## src/core/cprf_map.svh

```systemverilog
// Purpose: Offsets, field positions, reset values and timing counts of the CPU register file
// Assumes: Included by bare name
// Notes: Definitions only
`ifndef CPRF_MAP_SVH
`define CPRF_MAP_SVH

// ==========================================================================
// Condition-code field positions
`define CPRF_CC_IMASK 3'd7
`define CPRF_CC_USER 3'd6
`define CPRF_CC_HALF 3'd5
`define CPRF_CC_USER4 3'd4
`define CPRF_CC_NEG 3'd3
`define CPRF_CC_ZERO 3'd2
`define CPRF_CC_OVF 3'd1
`define CPRF_CC_CARRY 3'd0

// ==========================================================================
// Reset and address constants
`define CPRF_PC_RESET 24'h000000
`define CPRF_ADDR_MASK 24'h00ffff
`define CPRF_CC_RESET 8'h80
`define CPRF_SP_INDEX 3'd7

// ==========================================================================
// Execution latencies in states
`define CPRF_ADD_STATES 5'd2
`define CPRF_MUL8_STATES 5'd14
`define CPRF_MUL16_STATES 5'd22
`define CPRF_DIV8_STATES 5'd14
`define CPRF_DIV16_STATES 5'd22

`endif

```

## src/core/cprf_pkg.sv

```systemverilog
// Purpose: Types of the CPU register file
// Assumes: Used together with cprf_map.svh
// Notes: Types only
package cprf_pkg;

  // ========================================================================
  // Access width of a general register view
  typedef enum logic [1:0] {
    CPRF_W_LONG,
    CPRF_W_EXT,
    CPRF_W_LOW16,
    CPRF_W_BYTE
  } cprf_width_t;

  // ========================================================================
  // Register-register operation codes
  typedef enum logic [2:0] {
    CPRF_OP_ADD,
    CPRF_OP_SUB,
    CPRF_OP_CMP,
    CPRF_OP_NEG,
    CPRF_OP_MULU,
    CPRF_OP_DIVU
  } cprf_op_t;

  typedef enum logic [1:0] {
    CPRF_SZ_B,
    CPRF_SZ_W,
    CPRF_SZ_L
  } cprf_size_t;

  typedef enum logic [2:0] {
    CPRF_CCOP_NONE,
    CPRF_CCOP_LOAD,
    CPRF_CCOP_AND,
    CPRF_CCOP_OR,
    CPRF_CCOP_XOR
  } cprf_ccop_t;

  typedef enum {
    CPRF_ST_IDLE,
    CPRF_ST_BUSY
  } cprf_state_t;

endpackage

```

## src/core/cprf_alu.sv

```systemverilog
// Purpose: Add and subtract with flag generation at byte, word and long sizes
// Assumes: Operands right-aligned, upper bits ignored for narrow sizes
// Notes: Purely combinational
`timescale 1ns/1ps
`default_nettype none
`include "cprf_map.svh"

module cprf_alu
  import cprf_pkg::*;
(
  input wire logic [31:0] a_in,
  input wire logic [31:0] b_in,
  input wire logic sub_in,
  input wire cprf_size_t size_in,
  output logic [31:0] res_out,
  output logic half_out,
  output logic neg_out,
  output logic zero_out,
  output logic ovf_out,
  output logic carry_out
);

  logic [32:0] sum;
  logic [31:0] bop;
  logic [31:0] hsum;
  logic [4:0] hsum_b;
  logic [12:0] hsum_w;
  logic [28:0] hsum_l;
  logic sa;
  logic sb;
  logic sr;

  always_comb
  begin
    bop = sub_in ? ~b_in : b_in;
    sum = {1'b0, a_in} + {1'b0, bop} + {32'h0, sub_in};
    hsum_b = {1'b0, a_in[3:0]} + {1'b0, bop[3:0]} + {4'h0, sub_in};
    hsum_w = {1'b0, a_in[11:0]} + {1'b0, bop[11:0]} + {12'h0, sub_in};
    hsum_l = {1'b0, a_in[27:0]} + {1'b0, bop[27:0]} + {28'h0, sub_in};
    hsum = 32'h0;
    res_out = sum[31:0];
    sa = a_in[31];
    sb = bop[31];
    sr = sum[31];
    carry_out = sum[32] ^ sub_in;
    half_out = hsum_l[28] ^ sub_in;
    case (size_in)
      CPRF_SZ_B:
      begin
        res_out = {24'h0, sum[7:0]};
        sa = a_in[7];
        sb = bop[7];
        sr = sum[7];
        hsum = {24'h0, a_in[7:0]} + {24'h0, bop[7:0]} + {31'h0, sub_in};
        carry_out = hsum[8] ^ sub_in;
        half_out = hsum_b[4] ^ sub_in;
      end
      CPRF_SZ_W:
      begin
        res_out = {16'h0, sum[15:0]};
        sa = a_in[15];
        sb = bop[15];
        sr = sum[15];
        hsum = {16'h0, a_in[15:0]} + {16'h0, bop[15:0]} + {31'h0, sub_in};
        carry_out = hsum[16] ^ sub_in;
        half_out = hsum_w[12] ^ sub_in;
      end
      default:
      begin
      end
    endcase
    neg_out = sr;
    zero_out = (res_out == 32'h0);
    ovf_out = (sa == sb) && (sr != sa);
  end

endmodule

`default_nettype wire

```

## src/core/cprf_core.sv

```systemverilog
// Purpose: CPU programmer-visible state: general registers, program counter, condition codes
// Assumes: Decode and exception sequencing drive the request ports; states are clock cycles
// Notes: Clock enable low freezes all state
`timescale 1ns/1ps
`default_nettype none
`include "cprf_map.svh"

module cprf_core
  import cprf_pkg::*;
(
  input wire logic sys_clk_in,
  input wire logic reset_n_in,
  input wire logic clk_en_in,
  // Register read ports
  input wire logic [3:0] rd_a_sel_in,
  input wire cprf_width_t rd_a_width_in,
  output logic [31:0] rd_a_data_out,
  input wire logic [3:0] rd_b_sel_in,
  input wire cprf_width_t rd_b_width_in,
  output logic [31:0] rd_b_data_out,
  // Register write port
  input wire logic wr_en_in,
  input wire logic [3:0] wr_sel_in,
  input wire cprf_width_t wr_width_in,
  input wire logic [31:0] wr_data_in,
  // Stack pointer
  output logic [31:0] stack_ptr_out,
  // Program counter
  input wire logic pc_load_in,
  input wire logic [23:0] pc_load_val_in,
  input wire logic pc_advance_in,
  input wire logic reset_seq_in,
  input wire logic [23:0] reset_vector_in,
  output logic [23:0] pc_out,
  output logic [23:0] fetch_addr_out,
  // Condition codes
  input wire cprf_ccop_t cc_op_in,
  input wire logic [7:0] cc_imm_in,
  input wire logic exc_start_in,
  input wire logic cc_bit_wr_in,
  input wire logic cc_bit_val_in,
  input wire logic cc_shift_wr_in,
  input wire logic cc_shift_val_in,
  output logic [7:0] cc_flags_out,
  output logic [3:0] branch_flags_out,
  // Interrupt gate
  input wire logic irq_req_in,
  input wire logic nmi_req_in,
  output logic irq_accept_out,
  output logic nmi_accept_out,
  // Operation request
  input wire logic op_start_in,
  input wire cprf_op_t op_in,
  input wire cprf_size_t op_size_in,
  input wire logic [2:0] op_dst_in,
  input wire logic [2:0] op_src_in,
  output logic op_busy_out,
  output logic op_done_out
);

  // ========================================================================
  // State
  typedef struct packed {
    logic [7:0][31:0] gr;
    logic [23:0] pc;
    logic [7:0] cc;
    cprf_state_t st;
    logic [4:0] cnt;
    cprf_op_t op;
    cprf_size_t size;
    logic [2:0] dst;
    logic [31:0] result;
    logic [7:0] res_cc;
    logic done;
  } cprf_regs_t;

  cprf_regs_t regs_ff;
  cprf_regs_t nxt_regs;

  logic [31:0] alu_a;
  logic [31:0] alu_b;
  logic [31:0] alu_res;
  logic alu_h;
  logic alu_n;
  logic alu_z;
  logic alu_v;
  logic alu_c;

  // ========================================================================
  // Views
  // Select codes: bit 3 picks the high byte (bits 15:8) in byte view, bits 2:0 the register
  function automatic logic [31:0] view_read(input logic [7:0][31:0] gr, input logic [3:0] sel,
                                            input cprf_width_t w);
    logic [31:0] r;
    r = gr[sel[2:0]];
    case (w)
      CPRF_W_LONG: view_read = r;
      CPRF_W_EXT: view_read = {16'h0, r[31:16]};
      CPRF_W_LOW16: view_read = {16'h0, r[15:0]};
      CPRF_W_BYTE: view_read = sel[3] ? {24'h0, r[15:8]} : {24'h0, r[7:0]};
      default: view_read = r;
    endcase
  endfunction

  function automatic logic [31:0] view_merge(input logic [31:0] old, input logic hi,
                                             input cprf_width_t w, input logic [31:0] d);
    case (w)
      CPRF_W_LONG: view_merge = d;
      CPRF_W_EXT: view_merge = {d[15:0], old[15:0]};
      CPRF_W_LOW16: view_merge = {old[31:16], d[15:0]};
      CPRF_W_BYTE: view_merge = hi ? {old[31:16], d[7:0], old[7:0]} : {old[31:8], d[7:0]};
      default: view_merge = old;
    endcase
  endfunction

  function automatic cprf_width_t size_view(input cprf_size_t s);
    case (s)
      CPRF_SZ_B: size_view = CPRF_W_BYTE;
      CPRF_SZ_W: size_view = CPRF_W_LOW16;
      default: size_view = CPRF_W_LONG;
    endcase
  endfunction

  // ========================================================================
  // Adder with flags
  always_comb
  begin
    alu_a = view_read(regs_ff.gr, {1'b0, op_dst_in}, size_view(op_size_in));
    alu_b = view_read(regs_ff.gr, {1'b0, op_src_in}, size_view(op_size_in));
    if (op_in == CPRF_OP_NEG)
    begin
      alu_b = alu_a;
      alu_a = 32'h0;
    end
  end

  cprf_alu u_alu (
    .a_in(alu_a),
    .b_in(alu_b),
    .sub_in(op_in != CPRF_OP_ADD),
    .size_in(op_size_in),
    .res_out(alu_res),
    .half_out(alu_h),
    .neg_out(alu_n),
    .zero_out(alu_z),
    .ovf_out(alu_v),
    .carry_out(alu_c)
  );

  // ========================================================================
  // Next state
  always_comb
  begin
    logic [31:0] mres;
    logic [31:0] dsrc;
    logic [31:0] dend;
    logic [15:0] q;
    logic [15:0] rm;
    mres = 32'h0;
    dsrc = 32'h0;
    dend = 32'h0;
    q = 16'h0;
    rm = 16'h0;
    nxt_regs = regs_ff;
    nxt_regs.done = 1'b0;
    // Register writes: any view on any register, no global mode
    if (wr_en_in)
    begin
      nxt_regs.gr[wr_sel_in[2:0]] = view_merge(regs_ff.gr[wr_sel_in[2:0]], wr_sel_in[3],
                                               wr_width_in, wr_data_in);
    end
    // Operation sequencer
    case (regs_ff.st)
      CPRF_ST_IDLE:
      begin
        if (op_start_in)
        begin
          nxt_regs.op = op_in;
          nxt_regs.size = op_size_in;
          nxt_regs.dst = op_dst_in;
          nxt_regs.res_cc = regs_ff.cc;
          nxt_regs.st = CPRF_ST_BUSY;
          case (op_in)
            CPRF_OP_MULU:
            begin
              if (op_size_in == CPRF_SZ_B)
              begin
                mres = {16'h0, 16'(alu_a[7:0]) * 16'(alu_b[7:0])};
                nxt_regs.cnt = `CPRF_MUL8_STATES - 5'd1;
                nxt_regs.result = view_merge(regs_ff.gr[op_dst_in], 1'b0, CPRF_W_LOW16, mres);
              end
              else
              begin
                mres = 32'(alu_a[15:0]) * 32'(alu_b[15:0]);
                nxt_regs.cnt = `CPRF_MUL16_STATES - 5'd1;
                nxt_regs.result = mres;
              end
            end
            CPRF_OP_DIVU:
            begin
              // Zero divisor leaves quotient all ones; caller handles exception
              if (op_size_in == CPRF_SZ_B)
              begin
                dend = {16'h0, regs_ff.gr[op_dst_in][15:0]};
                dsrc = {24'h0, alu_b[7:0]};
                q = (dsrc == 32'h0) ? 16'hffff : 16'(dend / dsrc);
                rm = (dsrc == 32'h0) ? dend[15:0] : 16'(dend % dsrc);
                nxt_regs.cnt = `CPRF_DIV8_STATES - 5'd1;
                nxt_regs.result = {regs_ff.gr[op_dst_in][31:16], rm[7:0], q[7:0]};
              end
              else
              begin
                dend = regs_ff.gr[op_dst_in];
                dsrc = {16'h0, alu_b[15:0]};
                q = (dsrc == 32'h0) ? 16'hffff : 16'(dend / dsrc);
                rm = (dsrc == 32'h0) ? dend[15:0] : 16'(dend % dsrc);
                nxt_regs.cnt = `CPRF_DIV16_STATES - 5'd1;
                nxt_regs.result = {rm, q};
              end
            end
            default:
            begin
              nxt_regs.cnt = `CPRF_ADD_STATES - 5'd1;
              nxt_regs.result = view_merge(regs_ff.gr[op_dst_in], 1'b0, size_view(op_size_in), alu_res);
              nxt_regs.res_cc[`CPRF_CC_HALF] = alu_h;
              nxt_regs.res_cc[`CPRF_CC_NEG] = alu_n;
              nxt_regs.res_cc[`CPRF_CC_ZERO] = alu_z;
              nxt_regs.res_cc[`CPRF_CC_OVF] = alu_v;
              nxt_regs.res_cc[`CPRF_CC_CARRY] = alu_c;
            end
          endcase
        end
      end
      CPRF_ST_BUSY:
      begin
        nxt_regs.cnt = regs_ff.cnt - 5'd1;
        if (regs_ff.cnt == 5'd1)
        begin
          nxt_regs.st = CPRF_ST_IDLE;
          nxt_regs.done = 1'b1;
          if (regs_ff.op != CPRF_OP_CMP)
          begin
            nxt_regs.gr[regs_ff.dst] = regs_ff.result;
          end
          // Multiply and divide leave flags unchanged here
          nxt_regs.cc = regs_ff.res_cc;
        end
      end
      default:
      begin
        nxt_regs.st = CPRF_ST_IDLE;
      end
    endcase
    // Flag register transfer and logic
    case (cc_op_in)
      CPRF_CCOP_LOAD: nxt_regs.cc = cc_imm_in;
      CPRF_CCOP_AND: nxt_regs.cc = regs_ff.cc & cc_imm_in;
      CPRF_CCOP_OR: nxt_regs.cc = regs_ff.cc | cc_imm_in;
      CPRF_CCOP_XOR: nxt_regs.cc = regs_ff.cc ^ cc_imm_in;
      default:
      begin
      end
    endcase
    if (cc_bit_wr_in)
    begin
      nxt_regs.cc[`CPRF_CC_CARRY] = cc_bit_val_in;
    end
    if (cc_shift_wr_in)
    begin
      nxt_regs.cc[`CPRF_CC_CARRY] = cc_shift_val_in;
    end
    // Program counter
    if (pc_load_in)
    begin
      nxt_regs.pc = pc_load_val_in;
    end
    else if (pc_advance_in)
    begin
      nxt_regs.pc = regs_ff.pc + 24'h000002;
    end
    nxt_regs.pc = nxt_regs.pc & `CPRF_ADDR_MASK;
    // Exception entry overrides the mask last so it always wins
    if (exc_start_in || reset_seq_in)
    begin
      nxt_regs.cc[`CPRF_CC_IMASK] = 1'b1;
    end
    if (reset_seq_in)
    begin
      nxt_regs.pc = reset_vector_in & `CPRF_ADDR_MASK;
    end
  end

  // ========================================================================
  // Registers
  // Flags other than the mask are undefined after reset; zero keeps simulation clean
  always_ff @(posedge sys_clk_in or negedge reset_n_in)
  begin
    if (!reset_n_in)
    begin
      regs_ff <= '0;
      regs_ff.pc <= `CPRF_PC_RESET;
      regs_ff.cc <= `CPRF_CC_RESET;
      regs_ff.st <= CPRF_ST_IDLE;
    end
    else if (clk_en_in)
    begin
      regs_ff <= nxt_regs;
    end
  end

  // ========================================================================
  // Outputs
  always_comb
  begin
    rd_a_data_out = view_read(regs_ff.gr, rd_a_sel_in, rd_a_width_in);
    rd_b_data_out = view_read(regs_ff.gr, rd_b_sel_in, rd_b_width_in);
    stack_ptr_out = regs_ff.gr[`CPRF_SP_INDEX];
    pc_out = regs_ff.pc;
    fetch_addr_out = {regs_ff.pc[23:1], 1'b0};
    cc_flags_out = regs_ff.cc;
    branch_flags_out = regs_ff.cc[3:0];
    irq_accept_out = irq_req_in && !regs_ff.cc[`CPRF_CC_IMASK];
    nmi_accept_out = nmi_req_in;
    op_busy_out = (regs_ff.st == CPRF_ST_BUSY);
    op_done_out = regs_ff.done;
  end

endmodule

`default_nettype wire

```

## config.mk

```make
export PLATFORM = sky130hd
export DESIGN_NAME = cprf_core
export DESIGN_NICKNAME = d
export VERILOG_FILES = /design/src/core/cprf_pkg.sv /design/src/core/cprf_alu.sv /design/src/core/cprf_core.sv
export VERILOG_INCLUDE_DIRS = /design/src /design/src/core
export SDC_FILE = /design/constraint.sdc
export NUM_CORES = 2
export LEC_CHECK = 0
export BUFFER_PORTS_ARGS = -buffer_cell sky130_fd_sc_hd__buf_2
export CAP_MARGIN = 15
export CORE_ASPECT_RATIO = 0.8
export CORE_MARGIN = 3
export CORE_UTILIZATION = 30
export DETAILED_ROUTE_END_ITERATION = 8
export PLACE_DENSITY = 0.52
export SYNTH_ARGS = -nofsm -noshare
export SYNTH_HDL_FRONTEND = slang
export SYNTH_SLANG_ARGS = --single-unit
```

## constraint.sdc

```tcl
create_clock -name sys_clk_in -period 110.3 [get_ports sys_clk_in]
set_input_delay 27.575 -clock sys_clk_in [delete_from_list [all_inputs] [get_ports sys_clk_in]]
set_output_delay 27.575 -clock sys_clk_in [all_outputs]
set_load 0.03 [all_outputs]
```

==> flow_metrics.tcl <==
set metrics [dict create \
    io_pins 295 \
    start_util_pct 30.28 \
    end_kind "flop" \
    cts.sinks 333 \
    vias_per_cell 5.822 \
    vias 86763 \
    die_y_um 461.4 \
    cp.arrival_ns 124.48 \
    required_ns 110.79 \
    ctsLongestPathBuffers 3 \
    htreeDepth 2 \
    finalCritPeriodShare_pct 112.4 \
    dieArea_um2 265500 \
    hold_path.class "flop to flop" \
    dr.pass1.iters 6 \
    fillers 26183 \
    netlist_area_um2 77790 \
    min_path_cells 2 \
    cts_tree "built" \
    final_max_slew_viol_count 0 \
    async_flop_share_pct 100.0 \
    final_nets 12602 \
    synthTopCellsByArea "ha_1, dfrtp_1, mux4_2" \
    wl_met1_um 153600 \
    ff2ff_path_depth 551 \
    setup_viol 21 \
    place_ws_ns -17.12 \
    synth_seq_cells 333 \
    area_growth_syn_to_layout_pct 27.98 \
    critPathMaxFanout 8 \
    rows 166 \
    cts_buffers 37 \
    wl_met3_um 36690 \
    routed-wl-met2_um 144900 \
    synth_edf_count 0 \
    syn_area_per_cell_um2 7.993 \
    ant_nets 0 \
    place.port_buffers 259 \
    critical_path.startpoint "op_dst_in[0]" \
    max_freq_mhz 8.065 \
    fin_skew_ns 0.04829 \
    synth.distinct_cells 156 \
    dr.first_iter.drc_count 9301 \
    die_w_um 575.3 \
    tightest_slew_ns 1.333 \
    grt_max_degree 147 \
    violations "setup timing" \
    setup_ws_ns -13.69 \
    hold_viol_final 0 \
    hold_start "regs_ff[47]" \
    cts-root-buf "clkbuf_16" \
    critical_path_class "input pin to flop" \
    dpl.hpwl_um 261200 \
    clk_latency_ns 0.61 \
    netlist.area_leader.share_pct 12.96 \
    syn_inst 9732 \
    cp_slowest_cell "mux4_2" \
    r2r-start "stack_ptr_out[9]" \
    synth_seq_area_share_pct 10.71 \
    synth-main-ff-cell "dfrtp_1" \
    grt.overflow.total 0 \
    grt_pass1_vias 82024 \
    crit_path_frequent_cell "o21a_1" \
    routabilityCongestion 0.9743 \
    cts.clk_slew.worst_paths_ns 0.07 \
    track_usage_pct 24.64 \
    final.min_clock_period_ns 123.99 \
    final_cell_mix "buf_4, nor2_1, nand2_1, ha_1, a21oi_1" \
    grt_pass1_wl_um 511300 \
    synth.largest_area_cell "ha_1" \
    routed_wirelength_um 345000 \
    rsz0062_at_grt "true" \
    antenna_found_initial 15 \
    wl_per_cell_um 23.15 \
    cap_violations 0 \
    layout_commonest_cell "buf_4" \
    core_area_um2 256900 \
    slew_headroom_pct 11.11 \
    drive_gt1_share_pct 28.92 \
    top_layer_used "met5" \
    drc_errors 0 \
    crit_path_start_kind "input pin" \
    slowest_delay_ns 0.49 \
    outcome "finished with violations" \
    ys_warn_count 0 \
]
## what timing repair did
action,in CTS,in global routing
pin swaps,153,126
buffers inserted,306,130
resized for setup,254,125
endpoints found under the setup margin,28,29
hold buffers,0,0
cloned,2,0
## flip-flops by register name (all words and copies together) (netlist names)
register	flops
stack_ptr_out	32
cc_flags_out	8
regs_ff	276
op_done_out	1
pc_out	16
## final timing paths
| path | endpoint | slack [ns] |
|---|---|---|
| setup / recovery | regs_ff[35] | -13.69 |
| hold / removal | regs_ff[47] | 0.48 |
| setup reg to reg | regs_ff[35] | 13.03 |
| hold reg to reg | regs_ff[47] | 0.48 |
| max in group asynchronous | regs_ff[50] | 80.14 |
| min in group asynchronous | regs_ff[252] | 26.98 |
## per-stage QoR
| stage | instance area, µm² | setup TNS, ns | hold WS, ns | std cells | utilization, % |
|---|---|---|---|---|---|
| after floorplan | 79030 | -306.51 | 0.4376 | 9764 | - |
| after global placement | 93280 | -293.99 | 0.4681 | 14406 | 36.31 |
| after detailed placement | 93280 | -318.86 | 0.4629 | 14406 | 36.31 |
| after CTS | 97960 | -222.36 | 0.4812 | 14769 | 38.13 |
| after global routing | 99550 | -394.84 | 0.4953 | 14900 | 38.75 |
| final | 99550 | -245.26 | 0.4828 | 14903 | 38.75 |
## worst max-delay path, delay by kind of cell
| kind | cells | cell delay, ns |
|---|---|---|
| AOI/OAI and AO/OA | 358 | 63.05 |
| muxes | 19 | 5.12 |
| and+or+nand+nor | 72 | 11.08 |
| xor gates and xnor gates | 1 | 0.15 |
| adders and majority gates | 30 | 8.19 |
| buffers and inverters | 72 | 9.05 |
## cell families after synthesis
| kind of cell | count (synthesis) | share of synthesized area, % |
|---|---|---|
| XOR/XNOR | 318 | 3.598 |
| AND/OR/NAND/NOR | 3310 | 20.32 |
| buffers and inverters | 1042 | 5.795 |
| AO/OA/AOI/OAI | 2954 | 25.88 |
| flip-flops | 333 | 10.71 |
| adder cells (fa/ha/maj) | 1042 | 19.00 |
| multiplexers | 732 | 14.68 |
| other | 1 | 0.004821 |
## per-layer routing
layer  global-route usage, %  vias up
met5                       0        -
met4                   6.101       14
met3                   6.523      588
met2                   36.64     4049
met1                   35.10    42287
li1                        -    39825
## layout make-up
class,count,area (µm²),area share [%]
repair buffers,2193,16440,16.51
clock inverters,13,141.4,0.1420
inverters,474,1803,1.811
well taps,3444,4309,4.328
diodes,8,20.02,0.02011
clock buffers,49,1021,1.026
flip-flops and latches,333,8334,8.372
multi-input cells,8389,67490,67.79
## cell usage after synthesis, types with 20 or more instances
| cell | instances |
|---|---|
| nor2_1 | 1010 |
| nand2_1 | 823 |
| ha_1 | 806 |
| a21oi_1 | 657 |
| nor3_1 | 553 |
| o21a_1 | 499 |
| inv_1 | 462 |
| o21ai_0 | 360 |
| dfrtp_1 | 332 |
| clkbuf_1 | 318 |
| mux4_2 | 298 |
| o22ai_1 | 247 |
| fa_1 | 233 |
| mux2i_1 | 227 |
| o31ai_1 | 210 |
| mux2_2 | 194 |
| xnor2_1 | 192 |
| nand3_1 | 147 |
| a21o_1 | 145 |
| a22o_1 | 132 |
| xor2_1 | 125 |
| buf_4 | 122 |
| nor2b_1 | 103 |
| buf_1 | 95 |
| nand2b_1 | 90 |
| nand4_1 | 88 |
| or3_1 | 80 |
| a211oi_1 | 77 |
| or2_2 | 77 |
| o211ai_1 | 73 |
| a31oi_1 | 69 |
| and2_1 | 62 |
| and3_1 | 59 |
| o21bai_1 | 46 |
| a221oi_1 | 43 |
| o21ai_1 | 42 |
| nor4_1 | 36 |
| a211o_1 | 24 |
| a21boi_0 | 23 |
| a22oi_1 | 23 |
| nor3b_1 | 21 |
| and4_1 | 20 |
Power is left out: the tool's default activity adds up to more than one toggle a clock period on the data nets, which glitch-free logic cannot reach.
